### config.mk
export PLATFORM = sky130hd
export DESIGN_NAME = aps_preset
export DESIGN_NICKNAME = d
export VERILOG_FILES = /design/src/rtl/aps_pkg.sv /design/src/rtl/aps_preset.sv
export VERILOG_INCLUDE_DIRS = /design/src /design/src/rtl
export SDC_FILE = /design/constraint.sdc
export NUM_CORES = 1
export LEC_CHECK = 0
export ABC_AREA = 0
export BUFFER_PORTS_ARGS = -buffer_cell sky130_fd_sc_hd__buf_2
export CORE_AREA = 2 2 361 327
export CTS_BUF_LIST = sky130_fd_sc_hd__clkbuf_4 sky130_fd_sc_hd__clkbuf_8
export CTS_CLUSTER_SIZE = 16
export DETAILED_ROUTE_END_ITERATION = 10
export DIE_AREA = 0 0 363 329
export PLACE_DENSITY = 0.42
export SETUP_SLACK_MARGIN = 0.15
export SYNTH_ARGS = -nofsm -noshare
export SYNTH_HDL_FRONTEND = slang
export SYNTH_SLANG_ARGS = --single-unit
export TNS_END_PERCENT = 50
### constraint.sdc
create_clock -name I_CLK -period 22.3 [get_ports I_CLK]
set_input_delay 2.23 -clock I_CLK [delete_from_list [all_inputs] [get_ports I_CLK]]
set_output_delay 2.23 -clock I_CLK [all_outputs]
set_load 0.01 [all_outputs]
### src/rtl/aps_consts.svh
// Offsets, field positions, widths and fault codes of the preset unit.
// Assumes a 32-bit register port with byte addresses on word boundaries.
`ifndef APS_CONSTS_SVH
`define APS_CONSTS_SVH

`define APS_ADDR_W 8
`define APS_DATA_W 32
`define APS_OFF_CTRL 8'h00
`define APS_OFF_AXIS 8'h04
`define APS_OFF_POS 8'h08
`define APS_OFF_STAT 8'h0C
`define APS_OFF_INT_STAT 8'h10
`define APS_OFF_INT_MASK 8'h14
`define APS_OFF_VIEW_CMD 8'h18
`define APS_OFF_VIEW_ACT 8'h1C
`define APS_CTRL_EXEC_BIT 0
`define APS_CTRL_REL_BIT 1
`define APS_CTRL_REF_LSB 2
`define APS_CTRL_REF_W 2
`define APS_STAT_BUSY_BIT 0
`define APS_STAT_DONE_BIT 1
`define APS_STAT_ERR_BIT 2
`define APS_STAT_CODE_LSB 8
`define APS_INT_DONE_BIT 0
`define APS_INT_ERR_BIT 1
`define APS_INT_W 2
`define APS_CODE_W 8
`define APS_CODE_NONE 8'h00
`define APS_CODE_BAD_AXIS 8'h01
`define APS_CODE_BAD_REF 8'h02
`define APS_CODE_STOP_BUSY 8'h03
`define APS_REF_CMD 2'h0
`define APS_REF_ACT 2'h1
`define APS_NUM_AXES 4
`define APS_POS_W 32

`endif

### src/rtl/aps_pkg.sv
// Types used by the position preset unit alone; its bench uses none of them.
// Assumes aps_consts.svh is on the include path.
`include "aps_consts.svh"

package aps_pkg;

  typedef enum logic [1:0]
  {
    APS_IDLE,
    APS_BUSY,
    APS_DONE_HOLD,
    APS_ERR_HOLD
  } aps_state_t;

  // Command captured on the execute rising edge
  typedef struct packed
  {
    logic [7:0] axis;
    logic [`APS_DATA_W-1:0] position;
    logic relative;
    logic [`APS_CTRL_REF_W-1:0] ref_sel;
  } aps_req_t;

  // Handshake outputs
  typedef struct packed
  {
    logic busy;
    logic done;
    logic error;
    logic [`APS_CODE_W-1:0] fault_code;
  } aps_hs_t;

endpackage

### src/rtl/aps_preset.sv
// Axis position preset unit: overwrites stored commanded/measured positions.
// Assumes one 125 MHz clock, a plain register port, and stop-busy pins from
// the motion side that are asynchronous to this clock.
//
// Local design decisions: the plain strobed port and the placing of the registers.
`timescale 1ns/1ps
`include "aps_consts.svh"

// What this block does
// - Busy rises one period after execute is seen rising.
// - Done rises one period after busy, busy drops then.
// - Done holds while execute stays high, clears when it falls.
// - Execute dropped early: done still pulses for one period.
// - A fault raises error and drops busy in the same period.
// - Error for execution faults or illegal inputs, with a fault code.
// - Error holds until execute falls, then clears.
// - Only stored positions change; no motion is made or altered.
// - Relative mode: new position is sampled reference plus value.
// - Absolute mode: new position is the supplied value.
// - Reference position is sampled when the command begins.
// - Reference select 0 is commanded, 1 is measured position.
// - Commanded reference: load commanded, shift measured by same amount.
// - Measured reference: load measured, shift commanded by same amount.
// - Error when the axis does not support the reference type.
// - Presetting a master does not move its slaves.
// - Presetting a slave keeps its coupling to the master.
// - Rejected with error while an axis stop is executing.
module aps_preset #(
  parameter int NUM_AXES = `APS_NUM_AXES,
  parameter int POS_W = `APS_POS_W,
  // Bit 2a: commanded supported, bit 2a+1: measured supported, per axis
  parameter logic [2*NUM_AXES-1:0] REF_SUPPORT = {2*NUM_AXES{1'b1}}
)(
  input wire logic I_CLK,
  input wire logic I_RST_N,
  input wire logic [`APS_ADDR_W-1:0] I_ADDR,
  input wire logic [`APS_DATA_W-1:0] I_WDATA,
  input wire logic I_WR,
  input wire logic I_RD,
  input wire logic [NUM_AXES-1:0] I_STOP_BUSY,
  output logic [`APS_DATA_W-1:0] O_RDATA,
  output logic O_BUSY,
  output logic O_DONE,
  output logic O_ERROR,
  output logic [`APS_CODE_W-1:0] O_FAULT_CODE,
  output logic O_IRQ
);

  // ==========================================================================
  // Elaboration checks
  // The axis field is eight bits wide and positions fit one data word
  generate
    if (NUM_AXES < 2 || NUM_AXES > 256)
    begin : g_bad_num_axes
      $error("NUM_AXES must lie in 2..256");
    end
    if (POS_W < 2 || POS_W > `APS_DATA_W)
    begin : g_bad_pos_w
      $error("POS_W must lie in 2..32");
    end
    if ($bits(REF_SUPPORT) != 2 * NUM_AXES)
    begin : g_bad_ref_support
      $error("REF_SUPPORT needs two bits per axis");
    end
  endgenerate

  localparam int AXW = $clog2(NUM_AXES);

  // ==========================================================================
  // Declarations
  logic [`APS_DATA_W-1:0] ctrl;
  logic [7:0] axis_sel;
  logic [`APS_DATA_W-1:0] pos_val;
  logic [`APS_INT_W-1:0] int_stat;
  logic [`APS_INT_W-1:0] int_mask;
  logic exec_q;
  logic exec_rise;
  logic exec_fall;
  logic [NUM_AXES-1:0] stop_meta;
  logic [NUM_AXES-1:0] stop_sync;
  aps_pkg::aps_state_t state;
  aps_pkg::aps_req_t req;
  aps_pkg::aps_hs_t hs;
  // Stored positions, one commanded and one measured value per axis
  logic signed [POS_W-1:0] cmd_pos [NUM_AXES];
  logic signed [POS_W-1:0] act_pos [NUM_AXES];
  logic signed [POS_W-1:0] ref_pos;
  logic signed [POS_W-1:0] target;
  logic signed [POS_W-1:0] shift_amt;
  logic [AXW-1:0] req_ax;
  logic [AXW-1:0] view_ax;
  logic axis_ok;
  logic ref_ok;
  logic commit;
  logic ev_done;
  logic ev_err;
  logic [`APS_CODE_W-1:0] next_code;

  // ==========================================================================
  // Register writes
  // Status and position views are read-only; writes to them are dropped
  always_ff @(posedge I_CLK)
  begin
    if (!I_RST_N)
    begin
      ctrl <= '0;
      axis_sel <= 8'h00;
      pos_val <= '0;
      int_mask <= '0;
    end
    else if (I_WR)
    begin
      if (I_ADDR == `APS_OFF_CTRL)
        ctrl <= I_WDATA;
      else if (I_ADDR == `APS_OFF_AXIS)
        axis_sel <= I_WDATA[7:0];
      else if (I_ADDR == `APS_OFF_POS)
        pos_val <= I_WDATA;
      else if (I_ADDR == `APS_OFF_INT_MASK)
        int_mask <= I_WDATA[`APS_INT_W-1:0];
    end
  end

  // ==========================================================================
  // Interrupt status and request
  // Sticky events; a new event in the clearing cycle survives
  always_ff @(posedge I_CLK)
  begin
    if (!I_RST_N)
      int_stat <= '0;
    else
    begin
      if (I_WR && I_ADDR == `APS_OFF_INT_STAT)
        int_stat <= (int_stat & ~I_WDATA[`APS_INT_W-1:0])
                    | {ev_err, ev_done};
      else
        int_stat <= int_stat | {ev_err, ev_done};
    end
  end

  always_ff @(posedge I_CLK)
  begin
    if (!I_RST_N)
      O_IRQ <= 1'b0;
    else
      O_IRQ <= |(int_stat & int_mask);
  end

  // ==========================================================================
  // Stop-busy pins come from the motion clock, hence two flops
  // Only the second stage is read, so a metastable first stage never spreads
  always_ff @(posedge I_CLK)
  begin
    if (!I_RST_N)
    begin
      stop_meta <= '0;
      stop_sync <= '0;
    end
    else
    begin
      stop_meta <= I_STOP_BUSY;
      stop_sync <= stop_meta;
    end
  end

  // ==========================================================================
  // Execute edge detection
  always_ff @(posedge I_CLK)
  begin
    if (!I_RST_N)
      exec_q <= 1'b0;
    else
      exec_q <= ctrl[`APS_CTRL_EXEC_BIT];
  end

  assign exec_rise = ctrl[`APS_CTRL_EXEC_BIT] & ~exec_q;
  assign exec_fall = ~ctrl[`APS_CTRL_EXEC_BIT] & exec_q;

  // ==========================================================================
  // Capture of command and reference at the start of execution
  assign view_ax = axis_sel[AXW-1:0];
  assign req_ax = req.axis[AXW-1:0];

  always_ff @(posedge I_CLK)
  begin
    if (!I_RST_N)
    begin
      req <= '0;
      ref_pos <= '0;
    end
    else if (state == aps_pkg::APS_IDLE && exec_rise)
    begin
      // A rise during a done or error hold is refused, not queued
      // Inputs are trusted stable on this edge
      req.axis <= axis_sel;
      req.position <= pos_val;
      req.relative <= ctrl[`APS_CTRL_REL_BIT];
      req.ref_sel <= ctrl[`APS_CTRL_REF_LSB +: `APS_CTRL_REF_W];
      // Reference sampled now, not at commit
      if (ctrl[`APS_CTRL_REF_LSB +: `APS_CTRL_REF_W] == `APS_REF_ACT)
        ref_pos <= act_pos[view_ax];
      else
        ref_pos <= cmd_pos[view_ax];
    end
  end

  // ==========================================================================
  // Fault checks on the captured request
  always_comb
  begin
    axis_ok = int'(req.axis) < NUM_AXES;
    ref_ok = 1'b0;
    if (axis_ok && req.ref_sel == `APS_REF_CMD)
      ref_ok = REF_SUPPORT[2 * req_ax];
    else if (axis_ok && req.ref_sel == `APS_REF_ACT)
      ref_ok = REF_SUPPORT[2 * req_ax + 1];
    // First failed check names the code: axis, then reference, then stop
    if (!axis_ok)
      next_code = `APS_CODE_BAD_AXIS;
    else if (!ref_ok)
      next_code = `APS_CODE_BAD_REF;
    else if (stop_sync[req_ax])
      next_code = `APS_CODE_STOP_BUSY;
    else
      next_code = `APS_CODE_NONE;
  end

  // ==========================================================================
  // New position; the sum wraps at POS_W bits and no overflow is flagged
  always_comb
  begin
    if (req.relative)
      target = ref_pos + POS_W'(req.position);
    else
      target = POS_W'(req.position);
    shift_amt = target - ref_pos;
  end

  assign commit = state == aps_pkg::APS_BUSY && next_code == `APS_CODE_NONE;
  assign ev_done = commit;
  assign ev_err = state == aps_pkg::APS_BUSY && next_code != `APS_CODE_NONE;

  // ==========================================================================
  // Position store; only the addressed axis changes, no coupled axis is
  // touched and no motion request is raised
  generate
    for (genvar a = 0; a < NUM_AXES; a++)
    begin : g_axis
      always_ff @(posedge I_CLK)
      begin
        if (!I_RST_N)
        begin
          cmd_pos[a] <= '0;
          act_pos[a] <= '0;
        end
        else if (commit && req_ax == AXW'(a))
        begin
          // Deviation between the two kept constant
          if (req.ref_sel == `APS_REF_ACT)
          begin
            act_pos[a] <= target;
            cmd_pos[a] <= cmd_pos[a] + shift_amt;
          end
          else
          begin
            cmd_pos[a] <= target;
            act_pos[a] <= act_pos[a] + shift_amt;
          end
        end
      end
    end
  endgenerate

  // ==========================================================================
  // Handshake sequence
  // Busy lasts one period; every exit from it lands in a hold state
  always_ff @(posedge I_CLK)
  begin
    if (!I_RST_N)
    begin
      state <= aps_pkg::APS_IDLE;
      hs <= '0;
    end
    else
    begin
      case (state)
        aps_pkg::APS_BUSY:
        begin
          hs.busy <= 1'b0;
          if (next_code != `APS_CODE_NONE)
          begin
            hs.error <= 1'b1;
            hs.fault_code <= next_code;
            state <= aps_pkg::APS_ERR_HOLD;
          end
          else
          begin
            hs.done <= 1'b1;
            state <= aps_pkg::APS_DONE_HOLD;
          end
        end
        aps_pkg::APS_DONE_HOLD:
        begin
          // Held while execute is high, else a single period
          if (!ctrl[`APS_CTRL_EXEC_BIT])
          begin
            hs.done <= 1'b0;
            state <= aps_pkg::APS_IDLE;
          end
        end
        aps_pkg::APS_ERR_HOLD:
        begin
          // Execute already low clears after one period
          if (!ctrl[`APS_CTRL_EXEC_BIT] || exec_fall)
          begin
            hs.error <= 1'b0;
            hs.fault_code <= `APS_CODE_NONE;
            state <= aps_pkg::APS_IDLE;
          end
        end
        default:
        begin
          if (exec_rise)
          begin
            hs.busy <= 1'b1;
            state <= aps_pkg::APS_BUSY;
          end
        end
      endcase
    end
  end

  // ==========================================================================
  // Outputs, each a handshake flop passed straight through
  always_comb
  begin
    O_BUSY = hs.busy;
    O_DONE = hs.done;
    O_ERROR = hs.error;
    O_FAULT_CODE = hs.fault_code;
  end

  // ==========================================================================
  // Read port; data stand one cycle after the strobe, zero otherwise
  always_ff @(posedge I_CLK)
  begin
    if (!I_RST_N)
      O_RDATA <= '0;
    else if (I_RD)
    begin
      if (I_ADDR == `APS_OFF_CTRL)
        O_RDATA <= ctrl;
      else if (I_ADDR == `APS_OFF_AXIS)
        O_RDATA <= {24'h000000, axis_sel};
      else if (I_ADDR == `APS_OFF_POS)
        O_RDATA <= pos_val;
      else if (I_ADDR == `APS_OFF_STAT)
        O_RDATA <= {16'h0000, hs.fault_code, 5'h00, hs.error, hs.done, hs.busy};
      else if (I_ADDR == `APS_OFF_INT_STAT)
        O_RDATA <= {30'h00000000, int_stat};
      else if (I_ADDR == `APS_OFF_INT_MASK)
        O_RDATA <= {30'h00000000, int_mask};
      else if (I_ADDR == `APS_OFF_VIEW_CMD)
        O_RDATA <= `APS_DATA_W'(cmd_pos[view_ax]);
      else if (I_ADDR == `APS_OFF_VIEW_ACT)
        O_RDATA <= `APS_DATA_W'(act_pos[view_ax]);
      else
        O_RDATA <= '0;
    end
    else
      O_RDATA <= '0;
  end

endmodule

== Word-level counts from Yosys, hierarchy flattened ==
Memory sizes are Yosys's and may differ from the RTL's. A register that Yosys moved wholly into a read port is not among the register bits.
Index checks and enable logic that the tools add are counted.

* Memories: 3
* Bits in read-only memories: 8
* RAM bits: 256
* Register bits: 206
* Output and inout bits: 44
* Word-level logic and storage cells: 200
* Input bits: 48

* Equality and inequality tests: 19
* Order comparisons: 4
* Bitwise logic cells: 29
* Mux-type cells: 81
* Add/subtract/negate cells: 11
* Reduce and logical (&&, ||, !) cells: 33

{| class="wikitable"
|+ Memories
! memory !! depth !! width !! rd ports !! clocked after memory_dff !! wr ports !! line !! text
|-
| act_pos || 4 || 32 || 5 || 1 || 4 || aps_preset.sv:86 || <nowiki>logic signed [POS_W-1:0] act_pos [NUM_AXES];</nowiki>
|-
| cmd_pos || 4 || 32 || 5 || 1 || 4 || aps_preset.sv:85 || <nowiki>logic signed [POS_W-1:0] cmd_pos [NUM_AXES];</nowiki>
|-
| (name not given) || 8 || 1 || 1 || 0 || 0 || aps_preset.sv:216 || <nowiki>ref_ok = REF_SUPPORT[2 * req_ax + 1];</nowiki>
|}

{| class="wikitable"
|+ Operators with widths
! operator !! number
|-
| $mux 32 || 26
|-
| $add 32x32->32 || 9
|-
| $mux 1 || 36
|-
| $eq 8x5->1 const B || 4
|-
| $sub 32x32->32 || 1
|-
| $mux 2 || 11
|-
| $mux 9 || 2
|-
| $pmux 9 s2 || 1
|-
| $eq 8x4->1 const B || 2
|-
| $logic_not 8->1 || 2
|-
| $or 1x1->1 || 16
|-
| $reduce_and 3->1 || 4
|-
| $logic_and 1x1->1 || 10
|-
| $eq 2x1->1 const B || 4
|-
| $eq 2x2->1 const B || 4
|-
| $eq 8x3->1 const B || 1
|-
| $lt 8x3->1 const B || 1
|-
| $reduce_bool 8->1 || 1
|-
| $logic_not 2->1 || 3
|-
| $ne 2x2->1 const B || 3
|-
| $not 1->1 || 6
|-
| $pmux 2 s3 || 1
|-
| $reduce_and 2->1 || 3
|-
| $reduce_bool 2->1 || 3
|-
| 17 further kinds || 23
|}

== Logic depth before layout (Yosys ltp) ==
* Word-level depth: 15
* Depth in mapped cells: 37
* Gate-level depth less buffers: 37

== Worst setup path before layout ==
Ideal clock, no wire load.

* Path type: reg2reg
* From: register req[3] in the netlist's numbering
* To: memory act_pos[1][31] in the netlist's numbering (data pin)
* Required time: 22027 ps
* Stages on the path, launching flop included: 38
* Setup slack: 15108 ps
* Clock period less this slack: 7192 ps
* Path buffers: 1
* Library setup time: 273 ps
* Arrival: 6919 ps
* Cells stage by stage: dfxtp_1 ha_1 fa_1 a21o_1 a21o_1 a21oi_1 inv_1 a21oi_1 xnor2_1 mux2i_1 inv_1 ha_1 nor3_1 nand4_1 a21oi_1 nor2b_1 o21ai_0 nand2b_1 (+2 left out) a21oi_1 o21ai_0 xnor2_1 ha_1 clkbuf_1 a21o_1 a21oi_1 o211ai_1 and4_1 o41ai_1 a31oi_1 a21oi_1 o21ai_1 a2111oi_0 nor3_1 xnor2_1 xnor2_1 o22ai_1

{| class="wikitable"
|+ RTL lines
! element !! line !! text
|-
| from (decl) || aps_preset.sv:82 || <nowiki>aps_pkg::aps_req_t req;</nowiki>
|-
| to (decl) || aps_preset.sv:86 ||
|}

==> results.rst <==
.. list-table::
   :header-rows: 1

   * - Metric
     - Value
   * - Adder-Cell Fraction of Synth Area
     - 11.8%
   * - Via count
     - 29.5k
   * - Relative slew slack
     - 24.6%
   * - Portion of the clock cycle consumed by the worst path in the final layout
     - 39.6%
   * - Result of the run
     - completed
   * - Most used flip-flop cell after synthesis
     - sky130_fd_sc_hd__edfxtp_1
   * - Worst slack on hold paths
     - 0.434 ns
   * - FP Rows
     - 119
   * - DIE AREA
     - 119000 µm²
   * - Final net count
     - 4254
   * - HPWL after detailed placement
     - 90900 µm
   * - Count of synthesis-stage warnings from yosys
     - 0
   * - Switching component of the power
     - 0.000545 W
   * - Largest net degree at the start of global routing
     - 92
   * - Latest clock arrival within the worst-skew pair
     - 0.76 ns
   * - Number of buffers inserted by post-CTS setup repair
     - 0
   * - Count of flip-flops with a built-in enable after synthesis
     - 256
   * - Source of the critical timing path
     - ref_pos[0]
   * - Highest net fanout along the worst path
     - 8
   * - Total internal power
     - 0.00155 W
   * - Fraction of layout cells with a size suffix above 1
     - 11.7%
   * - Die width
     - 363 µm
   * - Starting DRC count in detailed routing
     - 2454
   * - Sequential fraction of the synthesis area
     - 34.1%
   * - Crit path arrival time
     - 9.30 ns
   * - Iteration count of the initial detailed-routing pass
     - 7
   * - Via count of the first global-routing pass
     - 29.0k
   * - Root buf cell
     - sky130_fd_sc_hd__clkbuf_8
   * - Area fraction in and, or, nand and nor cells after synthesis
     - 13.7%
   * - Fin crit period
     - 8.83 ns
   * - Stage delay of the slowest cell on the critical path
     - 0.54 ns
   * - Most frequent CP cell
     - sky130_fd_sc_hd__a21oi_1
   * - Final weighted congestion in routability-driven placement
     - 0.863
   * - Path type of the worst setup path
     - flop to flop
   * - Worst flop-to-flop path endpoint
     - act_pos[0][31]
   * - HP Start
     - stop_meta[2]
   * - DRC violations left
     - 0
   * - Setup violation total in the final timing report
     - 0
   * - Number of buffers on the longest clock path
     - 3
   * - Clock-pin slew reported for the worst setup and hold paths after clock tree synthesis
     - 0.06 ns
   * - Min-Delay Path Class
     - flop to flop
   * - Number of sinks on the clock net
     - 458
   * - Clock buffers created by TritonCTS
     - 97
   * - Launch point of the worst reg-to-reg path
     - ref_pos[0]
   * - Reg2reg setup slack
     - 13.47 ns
   * - Async set-reset flop share out of synthesis
     - 0%
   * - Clock share of power
     - 48.1%
   * - Post-synthesis cell area
     - 34400 µm²
   * - Setup Total Neg Slack
     - 0 ns
   * - Port-buffer cells
     - 85
   * - Switching part of the total
     - 26.0%
   * - Skew final
     - 0.0332 ns
   * - Detail-routed net length per standard cell
     - 22.5 µm
   * - Data required time of the worst path
     - 22.78 ns
   * - Number of cells on the worst hold path
     - 1
   * - Fmax achieved
     - 113 MHz
   * - Global-route wire length before repair
     - 183000 µm
   * - Sequential power share
     - 44.0%
   * - All-layer global routing usage
     - 20.2%
   * - Critical Path Source Type
     - flop
   * - Sum of overflow across all layers after global routing
     - 0
   * - CTS tree
     - yes
   * - Dominant combinational cell family by area after synthesis
     - compound AO/OA/AOI/OAI gates
   * - Slowest cell on the critical path
     - sky130_fd_sc_hd__mux2i_1
   * - Power density cells
     - 53.8 nW/µm²
   * - Register bit count reported by yosys
     - 458
   * - Crit end category
     - flop
   * - Avg Cell Area, Syn
     - 9.11 µm²
   * - P_leak
     - 16.5 nW
   * - Post-Syn Instances
     - 3782
   * - I/O pin total
     - 92
   * - Core Region
     - 116000 µm²
   * - Detailed-route wire length
     - 123000 µm
   * - RSZ-0062 raised after global routing
     - false
   * - Worst Max-Slew Pin Slew
     - 1.13 ns
   * - Synth-to-layout area growth
     - 13.1%
   * - Number of cells on the worst reg-to-reg path
     - 38
   * - Max-cap check violation count
     - 0
   * - Vias/cell
     - 5.39
   * - Number of antenna violations at the first check in global routing
     - 1
   * - Number of distinct library cells after synthesis
     - 94
   * - Compound-gate portion of the synthesized area
     - 23.0%
   * - Worst voltage drop across the vdd grid
     - 33.3 µV
   * - Residual antenna-violating net count after detailed routing
     - 0
   * - Synthesized-area fraction occupied by xor and xnor cells
     - 7.12%
   * - Hold Crit Endpoint
     - stop_sync[2]
   * - Number of H-tree levels
     - 3
   * - Hold buffers post-CTS
     - 0
   * - Starting density of the core
     - 29.7%
   * - Proportion of synthesized area in mux cells
     - 6.73%
   * - Final count of hold timing violations
     - 0
   * - Overall die height
     - 329 µm
   * - Max-slew violations
     - 0
   * - Resized Gates After CTS
     - 0
   * - Combinational group share of total power
     - 8.0%
==> worst max-delay path: cells and delay by family (launching register included) <==
family / cells / cell delay, ns
fa+ha+maj: 4 / 1.39
mux: 2 / 0.70
flops: 1 / 0.34
simple gates: 3 / 0.48
compound gates: 21 / 4.25
xor+xnor: 4 / 0.51
buf+inv: 4 / 0.88
==> registers in the layout, indices dropped and copies added, names as in the netlist, 4 cells and up, named ones only <==
name / cells
req: 43
stop_sync: 4
ref_pos: 32
act_pos: 128
ctrl: 32
pos_val: 32
cmd_pos: 128
axis_sel: 8
O_RDATA: 32
stop_meta: 4
==> kinds of logic after synthesis <==
logic type	count (synthesis)
flip-flops	458
XOR/XNOR	272
adder cells (fa/ha/maj)	320
buffers and inverters	315
other	1
multiplexers	148
AO/OA/AOI/OAI	1208
AND/OR/NAND/NOR	1060
==> layer usage <==
layer  wire [µm]  vias up  part of all wire (%)  global-route usage [%]
li1            -    14225                     -                       -
met1       62000    14296                    50                    30.2
met2       50500      834                    41                    29.7
met3        8250      121                   6.7                    3.63
met4        2210        0                   1.8                    4.94
met5           0        -                     0                       0
==> cell usage after synthesis (74+ instances only) <==
cell type                  instances  area [µm²]
sky130_fd_sc_hd__nand2_1         490        1840
sky130_fd_sc_hd__a21oi_1         342        1710
sky130_fd_sc_hd__ha_1            310        3880
sky130_fd_sc_hd__edfxtp_1        256        7690
sky130_fd_sc_hd__nor2_1          252         946
sky130_fd_sc_hd__dfxtp_1         202        4040
sky130_fd_sc_hd__xnor2_1         169        1480
sky130_fd_sc_hd__inv_1           147         552
sky130_fd_sc_hd__clkbuf_1        145         544
sky130_fd_sc_hd__o21ai_0         142         711
sky130_fd_sc_hd__a21o_1          137        1030
sky130_fd_sc_hd__a21boi_0        118         886
sky130_fd_sc_hd__o22ai_1         117         732
sky130_fd_sc_hd__xor2_1           98         858
sky130_fd_sc_hd__mux2i_1          74         741
==> cell type report <==
| cell class | count | area [µm²] |
|---|---|---|
| Fill cell | 12025 | 77000 |
| Multi-Input combinational cell | 3014 | 21600 |
| Sequential cell | 458 | 11700 |
| Tap cell | 1512 | 1890 |
| Clock buffer | 144 | 1790 |
| Timing Repair Buffer | 168 | 1050 |
| Inverter | 147 | 552 |
| Clock inverter | 24 | 272 |
| Antenna cell | 1 | 2.50 |
==> power groups by stage <==
stage	registers [W]	clock network, W	logic [W]
3_3_place_gp	0.000939	0	0.000166
3_5_place_dp	0.000938	0	0.000165
4_1_cts	0.000921	0.00103	0.000166
5_1_grt	0.000923	0.00107	0.000183
2_1_floorplan	0.000933	0	0.000118
6_report	0.000922	0.00101	0.000167
==> metrics by stage <==
step	power [W]	instance area, µm²	std cells	util, %	worst slack, ns
after floorplan	0.00105	34500	3787	-	15.11
after global routing	0.00218	38900	5468	33.6	12.78
after global placement	0.00110	36900	5299	31.8	13.61
after CTS	0.00212	38900	5467	33.6	13.55
after detailed placement	0.00110	36900	5299	31.8	13.57
final	0.00210	38900	5468	33.6	13.47
==> how the worst max path moves through the flow <==
stage,end,slack [ns],cells past startpoint
after floorplan,act_pos[1][31],15.11,37
after global placement,act_pos[0][31],13.61,38
after detailed placement,act_pos[0][31],13.57,38
after CTS,act_pos[0][31],13.55,38
after global routing,act_pos[0][31],12.78,38
final,act_pos[0][31],13.47,38
==> layout by cell type (no fill, tap or decap), types with 22 or more instances in the layout <==
master,count
sky130_fd_sc_hd__a22oi_1,41
sky130_fd_sc_hd__a21oi_1,342
sky130_fd_sc_hd__nor2_1,249
sky130_fd_sc_hd__xor2_1,98
sky130_fd_sc_hd__o22ai_1,117
sky130_fd_sc_hd__xnor2_1,169
sky130_fd_sc_hd__edfxtp_1,256
sky130_fd_sc_hd__nand3_1,55
sky130_fd_sc_hd__buf_2,84
sky130_fd_sc_hd__a21o_1,137
sky130_fd_sc_hd__dfxtp_1,199
sky130_fd_sc_hd__a21boi_0,118
sky130_fd_sc_hd__o21a_1,22
sky130_fd_sc_hd__and3_1,24
sky130_fd_sc_hd__nor3_1,49
sky130_fd_sc_hd__o21bai_1,45
sky130_fd_sc_hd__ha_1,310
sky130_fd_sc_hd__nand2b_1,39
sky130_fd_sc_hd__mux2i_1,74
sky130_fd_sc_hd__nor2b_1,32
sky130_fd_sc_hd__inv_1,147
sky130_fd_sc_hd__o21ai_0,140
sky130_fd_sc_hd__a211oi_1,35
sky130_fd_sc_hd__and2_1,23
sky130_fd_sc_hd__nand2_1,487
sky130_fd_sc_hd__mux4_2,65
sky130_fd_sc_hd__buf_4,83
sky130_fd_sc_hd__o211a_1,35
sky130_fd_sc_hd__nand4_1,22
sky130_fd_sc_hd__clkbuf_8,113
sky130_fd_sc_hd__clkbuf_4,31
sky130_fd_sc_hd__a31oi_1,55
No activity file was read; power rests on OpenSTA's default activity.
